--- config.mk ---
export PLATFORM = sky130hd
export DESIGN_NAME = temp_result_status_regs
export DESIGN_NICKNAME = d
export VERILOG_FILES = /design/src/temp_regs_pkg.sv /design/src/temp_result_status_regs.sv
export SDC_FILE = /design/constraint.sdc
export NUM_CORES = 1
export LEC_CHECK = 0
export BUFFER_PORTS_ARGS = -buffer_cell sky130_fd_sc_hd__buf_4
export CAP_MARGIN = 5
export CORE_MARGIN = 1.5
export CORE_UTILIZATION = 60
export DETAILED_ROUTE_END_ITERATION = 12
export GPL_ROUTABILITY_DRIVEN = 0
export GPL_TIMING_DRIVEN = 0
export HOLD_SLACK_MARGIN = 0.15
export PLACE_DENSITY = 0.83
export SYNTH_ARGS = -nofsm -noshare
export SYNTH_HDL_FRONTEND = slang
export SYNTH_SLANG_ARGS = --single-unit
--- constraint.sdc ---
create_clock -name clk -period 6.8 [get_ports clk]
set_input_delay 1.36 -clock clk [delete_from_list [all_inputs] [get_ports clk]]
set_output_delay 1.36 -clock clk [all_outputs]
set_load 0.05 [all_outputs]
--- src/temp_regs_pkg.sv ---
// Package with register map, field layout, reset values and timing counts.
package temp_regs_pkg;

   // Register pointers.
   localparam logic [7:0] PTR_RESULT     = 8'h05;
   localparam logic [7:0] PTR_MAKER      = 8'h06;
   localparam logic [7:0] PTR_PART_REV   = 8'h07;
   localparam logic [7:0] PTR_RESOLUTION = 8'h08;

   // Result register fields.
   localparam int RES_CRIT_BIT = 15;
   localparam int RES_HIGH_BIT = 14;
   localparam int RES_LOW_BIT  = 13;
   localparam int RES_TEMP_MSB = 12;
   localparam int CMP_LSB      = 2;

   // Resolution register field position and reset value.
   localparam int RESF_LSB = 3;
   localparam logic [1:0]  RESF_RESET   = 2'h1;
   localparam logic [15:0] RESREG_RESET = 16'h0008;
   localparam logic [15:0] RESULT_RESET = 16'h0000;

   // Identity codes, values arbitrary.
   localparam logic [15:0] MAKER_CODE = 16'h1234;
   localparam logic [7:0]  PART_CODE  = 8'h5a;
   localparam logic [7:0]  REV_CODE   = 8'h01;

   // Hysteresis codes in units of 0.25 degrees (compare-bit LSB).
   localparam logic [10:0] HYST_0  = 11'h000;
   localparam logic [10:0] HYST_15 = 11'h006;
   localparam logic [10:0] HYST_3  = 11'h00c;
   localparam logic [10:0] HYST_6  = 11'h018;

   // Conversion period.
   localparam int CONV_TIME_MS = 100;
   localparam int CLK_MHZ      = 250;
   localparam int CONV_CYCLES  = CONV_TIME_MS * 1000 * CLK_MHZ;

   // Limit set used by the status comparators.
   typedef struct packed {
      logic [12:0] crit;
      logic [12:0] high;
      logic [12:0] low;
      logic [1:0]  hyst;
   } limits_t;

   // Host register access.
   typedef struct packed {
      logic        wr;
      logic [7:0]  ptr;
      logic [15:0] wdata;
   } reg_req_t;

endpackage

--- src/temp_result_status_regs.sv ---
// Result, status flags, identity and resolution registers of a temp sensor.
// Functional notes
// RL1 - Read-only result at pointer 05: three flags above 13-bit signed value.
// RL2 - Bit 12 sign, bit 11 is 128 degrees, halving to 0.0625 at bit 0.
// RL3 - Fraction bits finer than selected resolution read as zero.
// RL4 - Bit 15 sets above critical, clears below critical minus hysteresis.
// RL5 - Bit 14 sets above high, clears at or below high minus hysteresis.
// RL6 - Bit 13 sets below low minus hysteresis, clears at or above low.
// RL7 - Pointer 06 returns a fixed 16-bit maker code.
// RL8 - Pointer 07 returns part code in upper byte, revision in lower.
// RL9 - Resolution register at pointer 08, reset selects 0.25 degrees.
// RL10 - Field bits 4:3 select 0.5, 0.25, 0.125 or 0.0625 degree LSB.
// RL11 - Written resolution is mirrored into the capabilities field.
// RL12 - Each conversion finishes within 100 ms, then result refreshes.
// RL13 - Hysteresis code: 00 none, 01 1.5, 10 3, 11 6 degrees.
// RL14 - Flag comparisons use only result bits 12 down to 2.
// RL15 - While powered down, no conversion and result stays unchanged.
// RL16 - Result and limits are two's complement.
// RL17 - Value and flags update together at end of a conversion.
module temp_result_status_regs #(
   parameter int CONV_CYCLES_P = temp_regs_pkg::CONV_CYCLES
) (
   // Clock and reset.
   input  wire  logic                      clk,
   input  wire  logic                      rst,
   // Register access from the serial port.
   input  wire  temp_regs_pkg::reg_req_t   req,
   output logic [15:0]                     rdata,
   // Sensor and control.
   input  wire  logic [12:0]               adc_temp,
   input  wire  temp_regs_pkg::limits_t    limits,
   input  wire  logic                      power_down_control,
   output logic [1:0]                      cap_resolution_field,
   output logic                            conv_done
);
   import temp_regs_pkg::*;

   typedef enum logic {IDLE, RUN} conv_state_t;

   // Conversion timer.
   conv_state_t state_q, state_d;
   logic [31:0] cnt_q, cnt_d;
   logic        done_q, done_d;

   // Resolution register and capability mirror.
   logic [1:0]  resolution_field_q, resolution_field_d;
   logic [1:0]  cap_q, cap_d;

   // Stored result value and status flags.
   logic [12:0] value_q, value_d;
   logic        crit_q, crit_d;
   logic        high_q, high_d;
   logic        low_q, low_d;

   // Read data.
   logic [15:0] rdata_d;

   // Sample path shared by the value and the comparators.
   wire logic [12:0]   keep_mask;
   logic [12:0]        temp_masked;
   logic signed [11:0] t_x, crit_x, high_x, low_x, hyst_x;

   ////////////////////////////////////////////////////////////////////////
   // Resolution register and capability mirror.
   always_comb begin
      resolution_field_d = resolution_field_q;
      cap_d = cap_q;
      if (req.wr && req.ptr == PTR_RESOLUTION) begin
         resolution_field_d = req.wdata[RESF_LSB +: 2]; // [RL10]
         cap_d = req.wdata[RESF_LSB +: 2]; // [RL11]
      end
   end

   always_ff @(posedge clk) begin
      if (rst) begin
         resolution_field_q <= RESF_RESET; // [RL9]
         cap_q <= RESF_RESET;
      end else begin
         resolution_field_q <= resolution_field_d;
         cap_q <= cap_d;
      end
   end

   ////////////////////////////////////////////////////////////////////////
   // Conversion timer; a free-running period of exactly CONV_CYCLES_P cycles, the full 100 ms limit by default.
   // Power down parks the timer; resume restarts a full period.
   always_comb begin
      state_d = state_q;
      cnt_d = cnt_q;
      done_d = 1'b0;
      unique case (state_q)
         IDLE: begin
            if (!power_down_control) begin // [RL15]
               state_d = RUN;
               cnt_d = '0;
            end
         end
         RUN: begin
            if (power_down_control) begin // [RL15]
               state_d = IDLE;
            end else if (cnt_q == 32'(CONV_CYCLES_P - 1)) begin // [RL12]
               cnt_d = '0;
               done_d = 1'b1;
            end else begin
               cnt_d = cnt_q + 32'h1;
            end
         end
      endcase
   end

   always_ff @(posedge clk) begin
      if (rst) begin
         state_q <= IDLE;
         cnt_q <= '0;
         done_q <= 1'b0;
      end else begin
         state_q <= state_d;
         cnt_q <= cnt_d;
         done_q <= done_d;
      end
   end

   ////////////////////////////////////////////////////////////////////////
   // Resolution mask: bits 12:3 (down to 0.5 degrees) always kept, bits 2:0 by field.
   // A kept bit passes the sample; a dropped bit reads as zero.
   for (genvar b = 0; b <= RES_TEMP_MSB; b++) begin : g_mask
      if (b >= 3) begin : g_int
         assign keep_mask[b] = 1'b1;
      end else begin : g_frac
         assign keep_mask[b] = (resolution_field_q >= 2'(3 - b)); // [RL3]
      end
   end

   // Masking when stored, not at read, keeps stored value and reads alike.
   assign temp_masked = adc_temp & keep_mask; // [RL10]

   ////////////////////////////////////////////////////////////////////////
   // Comparator operands, one bit wider than the compare field.
   always_comb begin
      unique case (limits.hyst) // [RL13]
         2'h0: hyst_x = 12'(HYST_0);
         2'h1: hyst_x = 12'(HYST_15);
         2'h2: hyst_x = 12'(HYST_3);
         2'h3: hyst_x = 12'(HYST_6);
      endcase
      // The extra bit keeps a limit minus hysteresis from wrapping at -256.
      // Bits finer than 0.25 degrees never reach the comparators.
      t_x    = 12'($signed(temp_masked[RES_TEMP_MSB:CMP_LSB])); // [RL14]
      crit_x = 12'($signed(limits.crit[RES_TEMP_MSB:CMP_LSB]));
      high_x = 12'($signed(limits.high[RES_TEMP_MSB:CMP_LSB]));
      low_x  = 12'($signed(limits.low[RES_TEMP_MSB:CMP_LSB]));
   end

   ////////////////////////////////////////////////////////////////////////
   // Result and flag update, all from one sample.
   // Hysteresis moves the clear threshold of critical and high, but the set threshold of low.
   always_comb begin
      value_d = value_q;
      crit_d = crit_q;
      high_d = high_q;
      low_d = low_q;
      if (done_d) begin // [RL17]
         value_d = temp_masked; // [RL1] [RL2] [RL16]
         // Critical: set above limit, clear below limit minus hysteresis.
         if (t_x > crit_x) begin
            crit_d = 1'b1; // [RL4]
         end else if (t_x < crit_x - hyst_x) begin
            crit_d = 1'b0;
         end
         // High: set above limit, clear at or below limit minus hysteresis.
         if (t_x > high_x) begin
            high_d = 1'b1; // [RL5]
         end else if (t_x <= high_x - hyst_x) begin
            high_d = 1'b0;
         end
         // Low: set below limit minus hysteresis, clear at or above limit.
         if (t_x < low_x - hyst_x) begin
            low_d = 1'b1; // [RL6]
         end else if (t_x >= low_x) begin
            low_d = 1'b0;
         end
      end
   end

   // Value and flags load on one edge so reads never mix conversions.
   always_ff @(posedge clk) begin
      if (rst) begin
         value_q <= RESULT_RESET[RES_TEMP_MSB:0];
         crit_q <= RESULT_RESET[RES_CRIT_BIT];
         high_q <= RESULT_RESET[RES_HIGH_BIT];
         low_q <= RESULT_RESET[RES_LOW_BIT];
      end else begin
         value_q <= value_d;
         crit_q <= crit_d;
         high_q <= high_d;
         low_q <= low_d;
      end
   end

   ////////////////////////////////////////////////////////////////////////
   // Read mux; unmapped pointers return zero.
   always_comb begin
      unique case (req.ptr)
         PTR_RESULT:     rdata_d = {crit_q, high_q, low_q, value_q}; // [RL1]
         PTR_MAKER:      rdata_d = MAKER_CODE; // [RL7]
         PTR_PART_REV:   rdata_d = {PART_CODE, REV_CODE}; // [RL8]
         PTR_RESOLUTION: rdata_d = 16'(resolution_field_q) << RESF_LSB;
         default:        rdata_d = 16'h0000;
      endcase
   end

   // Registered so read data never follows pointer glitches.
   always_ff @(posedge clk) begin
      if (rst) begin
         rdata <= 16'h0000;
      end else begin
         rdata <= rdata_d;
      end
   end

   assign cap_resolution_field = cap_q;
   assign conv_done = done_q;

endmodule // temp_result_status_regs

======== Word level (Yosys, flattened, before mapping) ========
Cells that the tools add are included.
operators by class
  bitwise logic cells ..................... 2
  magnitude comparators ................... 9
  reduce and logical (&&, ||, !) cells .... 9
  mux-type cells .......................... 16
  add/sub/neg operators ................... 4
  equal/unequal tests ..................... 10
operators with widths
  operator                                                                number
  32-bit two-way mux                                                      3
  16-bit one-hot mux with 4 select lines                                  1
  32-bit one-hot mux with 2 select lines                                  1
  12-bit one-hot mux with 4 select lines                                  1
  11-bit by 12-bit subtractor with 12-bit output                          3
  32-bit by 1-bit adder with 32-bit output (second input constant)        1
  32-bit by 25-bit == test with 1-bit output (second input constant)      1
  8-bit by 3-bit == test with 1-bit output (second input constant)        3
  11-bit by 12-bit less-than comparator with 1-bit output                 2
  11-bit greater-than comparator                                          2
  13-bit bitwise AND                                                      1
  11-bit by 12-bit less-or-equal comparator with 1-bit output             1
  11-bit >= comparator                                                    1
  1-bit two-way mux                                                       10
  8-bit by 4-bit == test with 1-bit output (second input constant)        1
  2-bit AND reduction                                                     4
  2-bit nonzero test                                                      3
  2-bit == test (second input constant)                                   2
  2-bit >= comparator (second input constant)                             2
  2-bit != test (second input constant)                                   2
  2-bit by 1-bit == test with 1-bit output (second input constant)        1
  2-bit by 1-bit >= comparator with 1-bit output (second input constant)  1
  2-bit zero test                                                         1
  1-bit logical AND                                                       1
  1-bit NOT                                                               1
storage, ports and cells
  flip-flop bits (word level) ............. 68
  input bits .............................. 82
  output and inout port bits .............. 19
  logic and storage cells ................. 59

======== Logic depth before layout (Yosys ltp) ========
  depth after elaboration ................. 6
  depth in mapped cells ................... 17
  mapped depth without buffers ............ 17

======== Worst setup path after synthesis ========
OpenSTA, ideal clock, no wires.
  kind .................................... input to register
  start point ............................. in limits[1] (netlist name)
  end point ............................... reg high_q
  data arrival time ....................... 4.224 ns
  slack ................................... 2.442 ns
  setup time .............................. 0.134 ns
  stages .................................. 14
  cell sequence ........................... inv_1 > ha_1 > ha_1 > nor2b_1 > o21ai_0 > nand2b_1 > a21boi_0 > nand3_1 > xnor2_1 > ha_1 > nor2b_1 > or4b_2 > mux2i_1 > o22ai_1
between the ends
  longest elaborated chain between the ends .. 6
ends and longest elaborated chain
  element                                                          RTL line                        RTL
  start, declared                                                  temp_result_status_regs.sv:31   input wire temp_regs_pkg::limits_t limits,
  2-bit == test (tied with other cells)                            temp_result_status_regs.sv:140  unique case (limits.hyst)
  12-bit one-hot mux with 4 select lines (*)                       temp_result_status_regs.sv:140
  11-bit by 12-bit subtractor with 12-bit output (*)               temp_result_status_regs.sv:173  end else if (t_x <= high_x - hyst_x) begin
  11-bit by 12-bit less-or-equal comparator with 1-bit output (*)  temp_result_status_regs.sv:173
  2-bit nonzero test (no source line) (*)                          -
  2-bit AND reduction (no source line) (*)                         -
  end signal, assigned                                             temp_result_status_regs.sv:190  high_q <= RESULT_RESET[RES_HIGH_BIT];
  end signal, assigned                                             temp_result_status_regs.sv:195  high_q <= high_d;
  end, declared                                                    temp_result_status_regs.sv:52   logic high_q, high_d;
Mark *: on every way between the ends. The rest lies on a longest branch, timed or not. The select of a mux whose other input is x is not followed.
A chain may end at the register's enable or synchronous reset.

======== Worst setup path in the final report ========
Same ends and word-level chain as after synthesis.

==> impl_metrics.tcl <==
set metrics [dict create \
    cts_buffers 9 \
    synth_cells 607 \
    start_kind "primary input" \
    synth-edff-count 0 \
    io_buffers 78 \
    clk_latency_ns 0.34 \
    layout-drive-gt1-share_pct 14.8 \
    coreArea_sq_um 8130 \
    clockBufferDepth 2 \
    avgSynthCellArea_sq_um 8.21 \
    drc_errors 0 \
    worstHoldPathType "flip-flop to flip-flop" \
    antenna_left 0 \
    whs_path_depth 1 \
    endpoint_kind "flip-flop" \
    cts_sinks 68 \
    synthesis.area_sq_um 4980 \
    cts_hold_buf 0 \
    final_cell_mix "81 x ha_1, 78 x buf_4, 68 x dfxtp_1, 58 x nor2_1, 49 x a21oi_1" \
    diodes 0 \
    ir_drop_uv 70.6 \
    drv_cap 0 \
    total_leakage_power_nw 2.64 \
    rsz0062_at_grt "false" \
    start_util_pct 61.3 \
    grt_pass1_wl_microns 20400 \
    synth_top_area_share_pct 27.3 \
    routed_via_density 5.80 \
    hold_end "rdata[15]$_SDFF_PP0_" \
    fmax_mhz 216 \
    drtIter0Drc 174 \
    tightest_slew_ns 0.914 \
    grt_overflow_total 0 \
    io_pins 101 \
    r2r-end "value_q[11]$_SDFFE_PP0P_" \
    hpwlAfterDp_microns 9920 \
    synthArstFlopShare_pct 0 \
    skew_ns 0.0116 \
    synth_largest_area_cell "dfxtp_1" \
    p_total_w 0.000990 \
    yosysSeqAreaShare_pct 27.3 \
    area_growth_pct 18.9 \
    die_x_microns 94.1 \
    fin_crit_sh_pct 68.2 \
    worst-setup-path-type "primary input to flip-flop" \
    status "completed" \
    synth-main-ff-cell "dfxtp_1" \
    cts_resized 0 \
    reg2reg_depth 8 \
    antenna_found_initial 0 \
    rows 33 \
    grt_pass1_vias 4676 \
    crit_fanout 6 \
    clk_pin_slew_ns 0.07 \
    maxSlewViolCount 0 \
    root_buffer "clkbuf_8" \
    worstHoldStart "crit_q$_SDFFE_PP0P_" \
    power.density_nw_per_um2 167 \
    cp.required_ns 7.01 \
    relSlewSlack_pct 38.5 \
    r2r-start "cnt_q[10]$_SDFFE_PP0P_" \
    post-cts-setup-buffer-count 0 \
    synth.distinct_cells 50 \
    grt_usage_pct 29.6 \
    cts_tree "built" \
    final-hold-violation-count 0 \
    rrSetupSlack_ns 4.17 \
    die_y_microns 94.1 \
    grt_max_degree 14 \
    drtPass1Iterations 5 \
    die_area_sq_um 8860 \
    vias 4672 \
    htreeDepth 3 \
    synth_fp_nets 773 \
    crit_arrival_ns 4.85 \
    final_common_cell "ha_1" \
    finalSetupTns_ns 0 \
    drt-total-wl_microns 12400 \
    wl_per_cell_microns 15.4 \
    synth.area.top_cells "dfxtp_1 27%, ha_1 20%, xnor2_1 5.1%, a21oi_1 4.9%, nor2_1 4.4%" \
    setup_viol 0 \
    synth-seq-cells 68 \
    yosys_warnings 0 \
    nets 862 \
    period_minus_slack_ns 4.64 \
]
[cell usage after synthesis, drive strengths merged (2+ instances only)]
| cell | count |
|---|---|
| a2111oi | 2 |
| a211oi | 4 |
| a21o | 11 |
| a21oi | 49 |
| and2 | 12 |
| and3 | 8 |
| and4 | 7 |
| buf | 5 |
| clkbuf | 7 |
| dfxtp | 68 |
| fa | 3 |
| ha | 81 |
| inv | 43 |
| nand2 | 47 |
| nand2b | 7 |
| nand3 | 33 |
| nand3b | 3 |
| nand4 | 21 |
| nor2 | 58 |
| nor2b | 19 |
| nor3 | 13 |
| nor4 | 8 |
| nor4b | 2 |
| o211ai | 4 |
| o21a | 3 |
| o21ai | 15 |
| o22ai | 2 |
| or3b | 2 |
| or4 | 4 |
| xnor2 | 29 |
| xor2 | 22 |
[metrics by stage]
| step | worst slack, ns | util [%] | area [sq um] | cells | hold slack, ns |
|---|---|---|---|---|---|
| 3_3_place_gp | 1.87 | 70.1 | 5700 | 790 | 0.440 |
| 2_1_floorplan | 2.44 | - | 4980 | 607 | 0.421 |
| 6_report | 2.16 | 72.8 | 5920 | 806 | 0.461 |
| 3_5_place_dp | 1.82 | 70.1 | 5700 | 790 | 0.449 |
| 4_1_cts | 2.19 | 72.8 | 5920 | 806 | 0.460 |
| 5_1_grt | 1.94 | 72.8 | 5920 | 806 | 0.478 |
[sequential cells by signal (all words and copies together) (netlist names)]
name,count
low_q,1
value_q,13
conv_done,1
high_q,1
cnt_q,32
rdata,16
state_q,1
cap_resolution_field,2
crit_q,1
[power breakdown]
group	total [W]	switching, W	internal, W	leakage (nW)
combinational	0.000225	0.000122	0.000103	1.98
clock	0.000365	0.000156	0.000209	0.110
sequential	0.000400	0.000000667	0.000399	0.548
[area by class of cell]
class	instances	area, sq um
Buffer	12	51.3
Clock buffer	9	124
Clock inverter	7	98.8
Fill cell	656	2210
Inverter	43	161
Multi-Input combinational cell	484	3410
Sequential cell	68	1360
Tap cell	105	131
Timing Repair Buffer	78	586
[worst max-delay path, cell delays in order]
cell,delay [ns]
buf_4,0.11
inv_1,0.13
ha_1,0.37
ha_1,0.32
nor2b_1,0.13
o21ai_0,0.19
nand2b_1,0.12
a21boi_0,0.38
nand3_1,0.16
xnor2_1,0.16
ha_1,0.29
nand4_1,0.15
a21oi_1,0.06
or4b_2,0.60
mux2i_1,0.23
o22ai_1,0.10
[how the worst max path moves through the flow]
stage | from | endpoint | slack [ns] | cells past startpoint
finish | limits[1] | high_q$_SDFFE_PP0P_ | 2.16 | 16
global route | limits[1] | high_q$_SDFFE_PP0P_ | 1.94 | 16
CTS | limits[1] | high_q$_SDFFE_PP0P_ | 2.19 | 16
detailed placement | limits[1] | high_q$_SDFFE_PP0P_ | 1.82 | 16
global placement | limits[1] | high_q$_SDFFE_PP0P_ | 1.87 | 16
floorplan | limits[1] | high_q$_SDFFE_PP0P_ | 2.44 | 14
[cell families (layout without fill, tap and decap cells)]
family          after synthesis  in the layout  share of synthesized area, %
compound gates               99             99                          11.8
xor+xnor                     51             51                          8.97
fa+ha+maj                    84             84                          21.5
buf+inv                      55            149                          4.27
flops                        68             68                          27.3
mux                           1              1                         0.201
simple gates                249            249                          25.9
[per-layer routing]
layer	global-route usage, %	up-vias	wire length (microns)
li1	-	2321	-
met1	32.8	2183	5110
met2	54.5	137	6360
met3	5.18	31	602
met4	13.8	0	334
met5	0	-	0
Note: power is estimated with default switching activity, not from simulation.
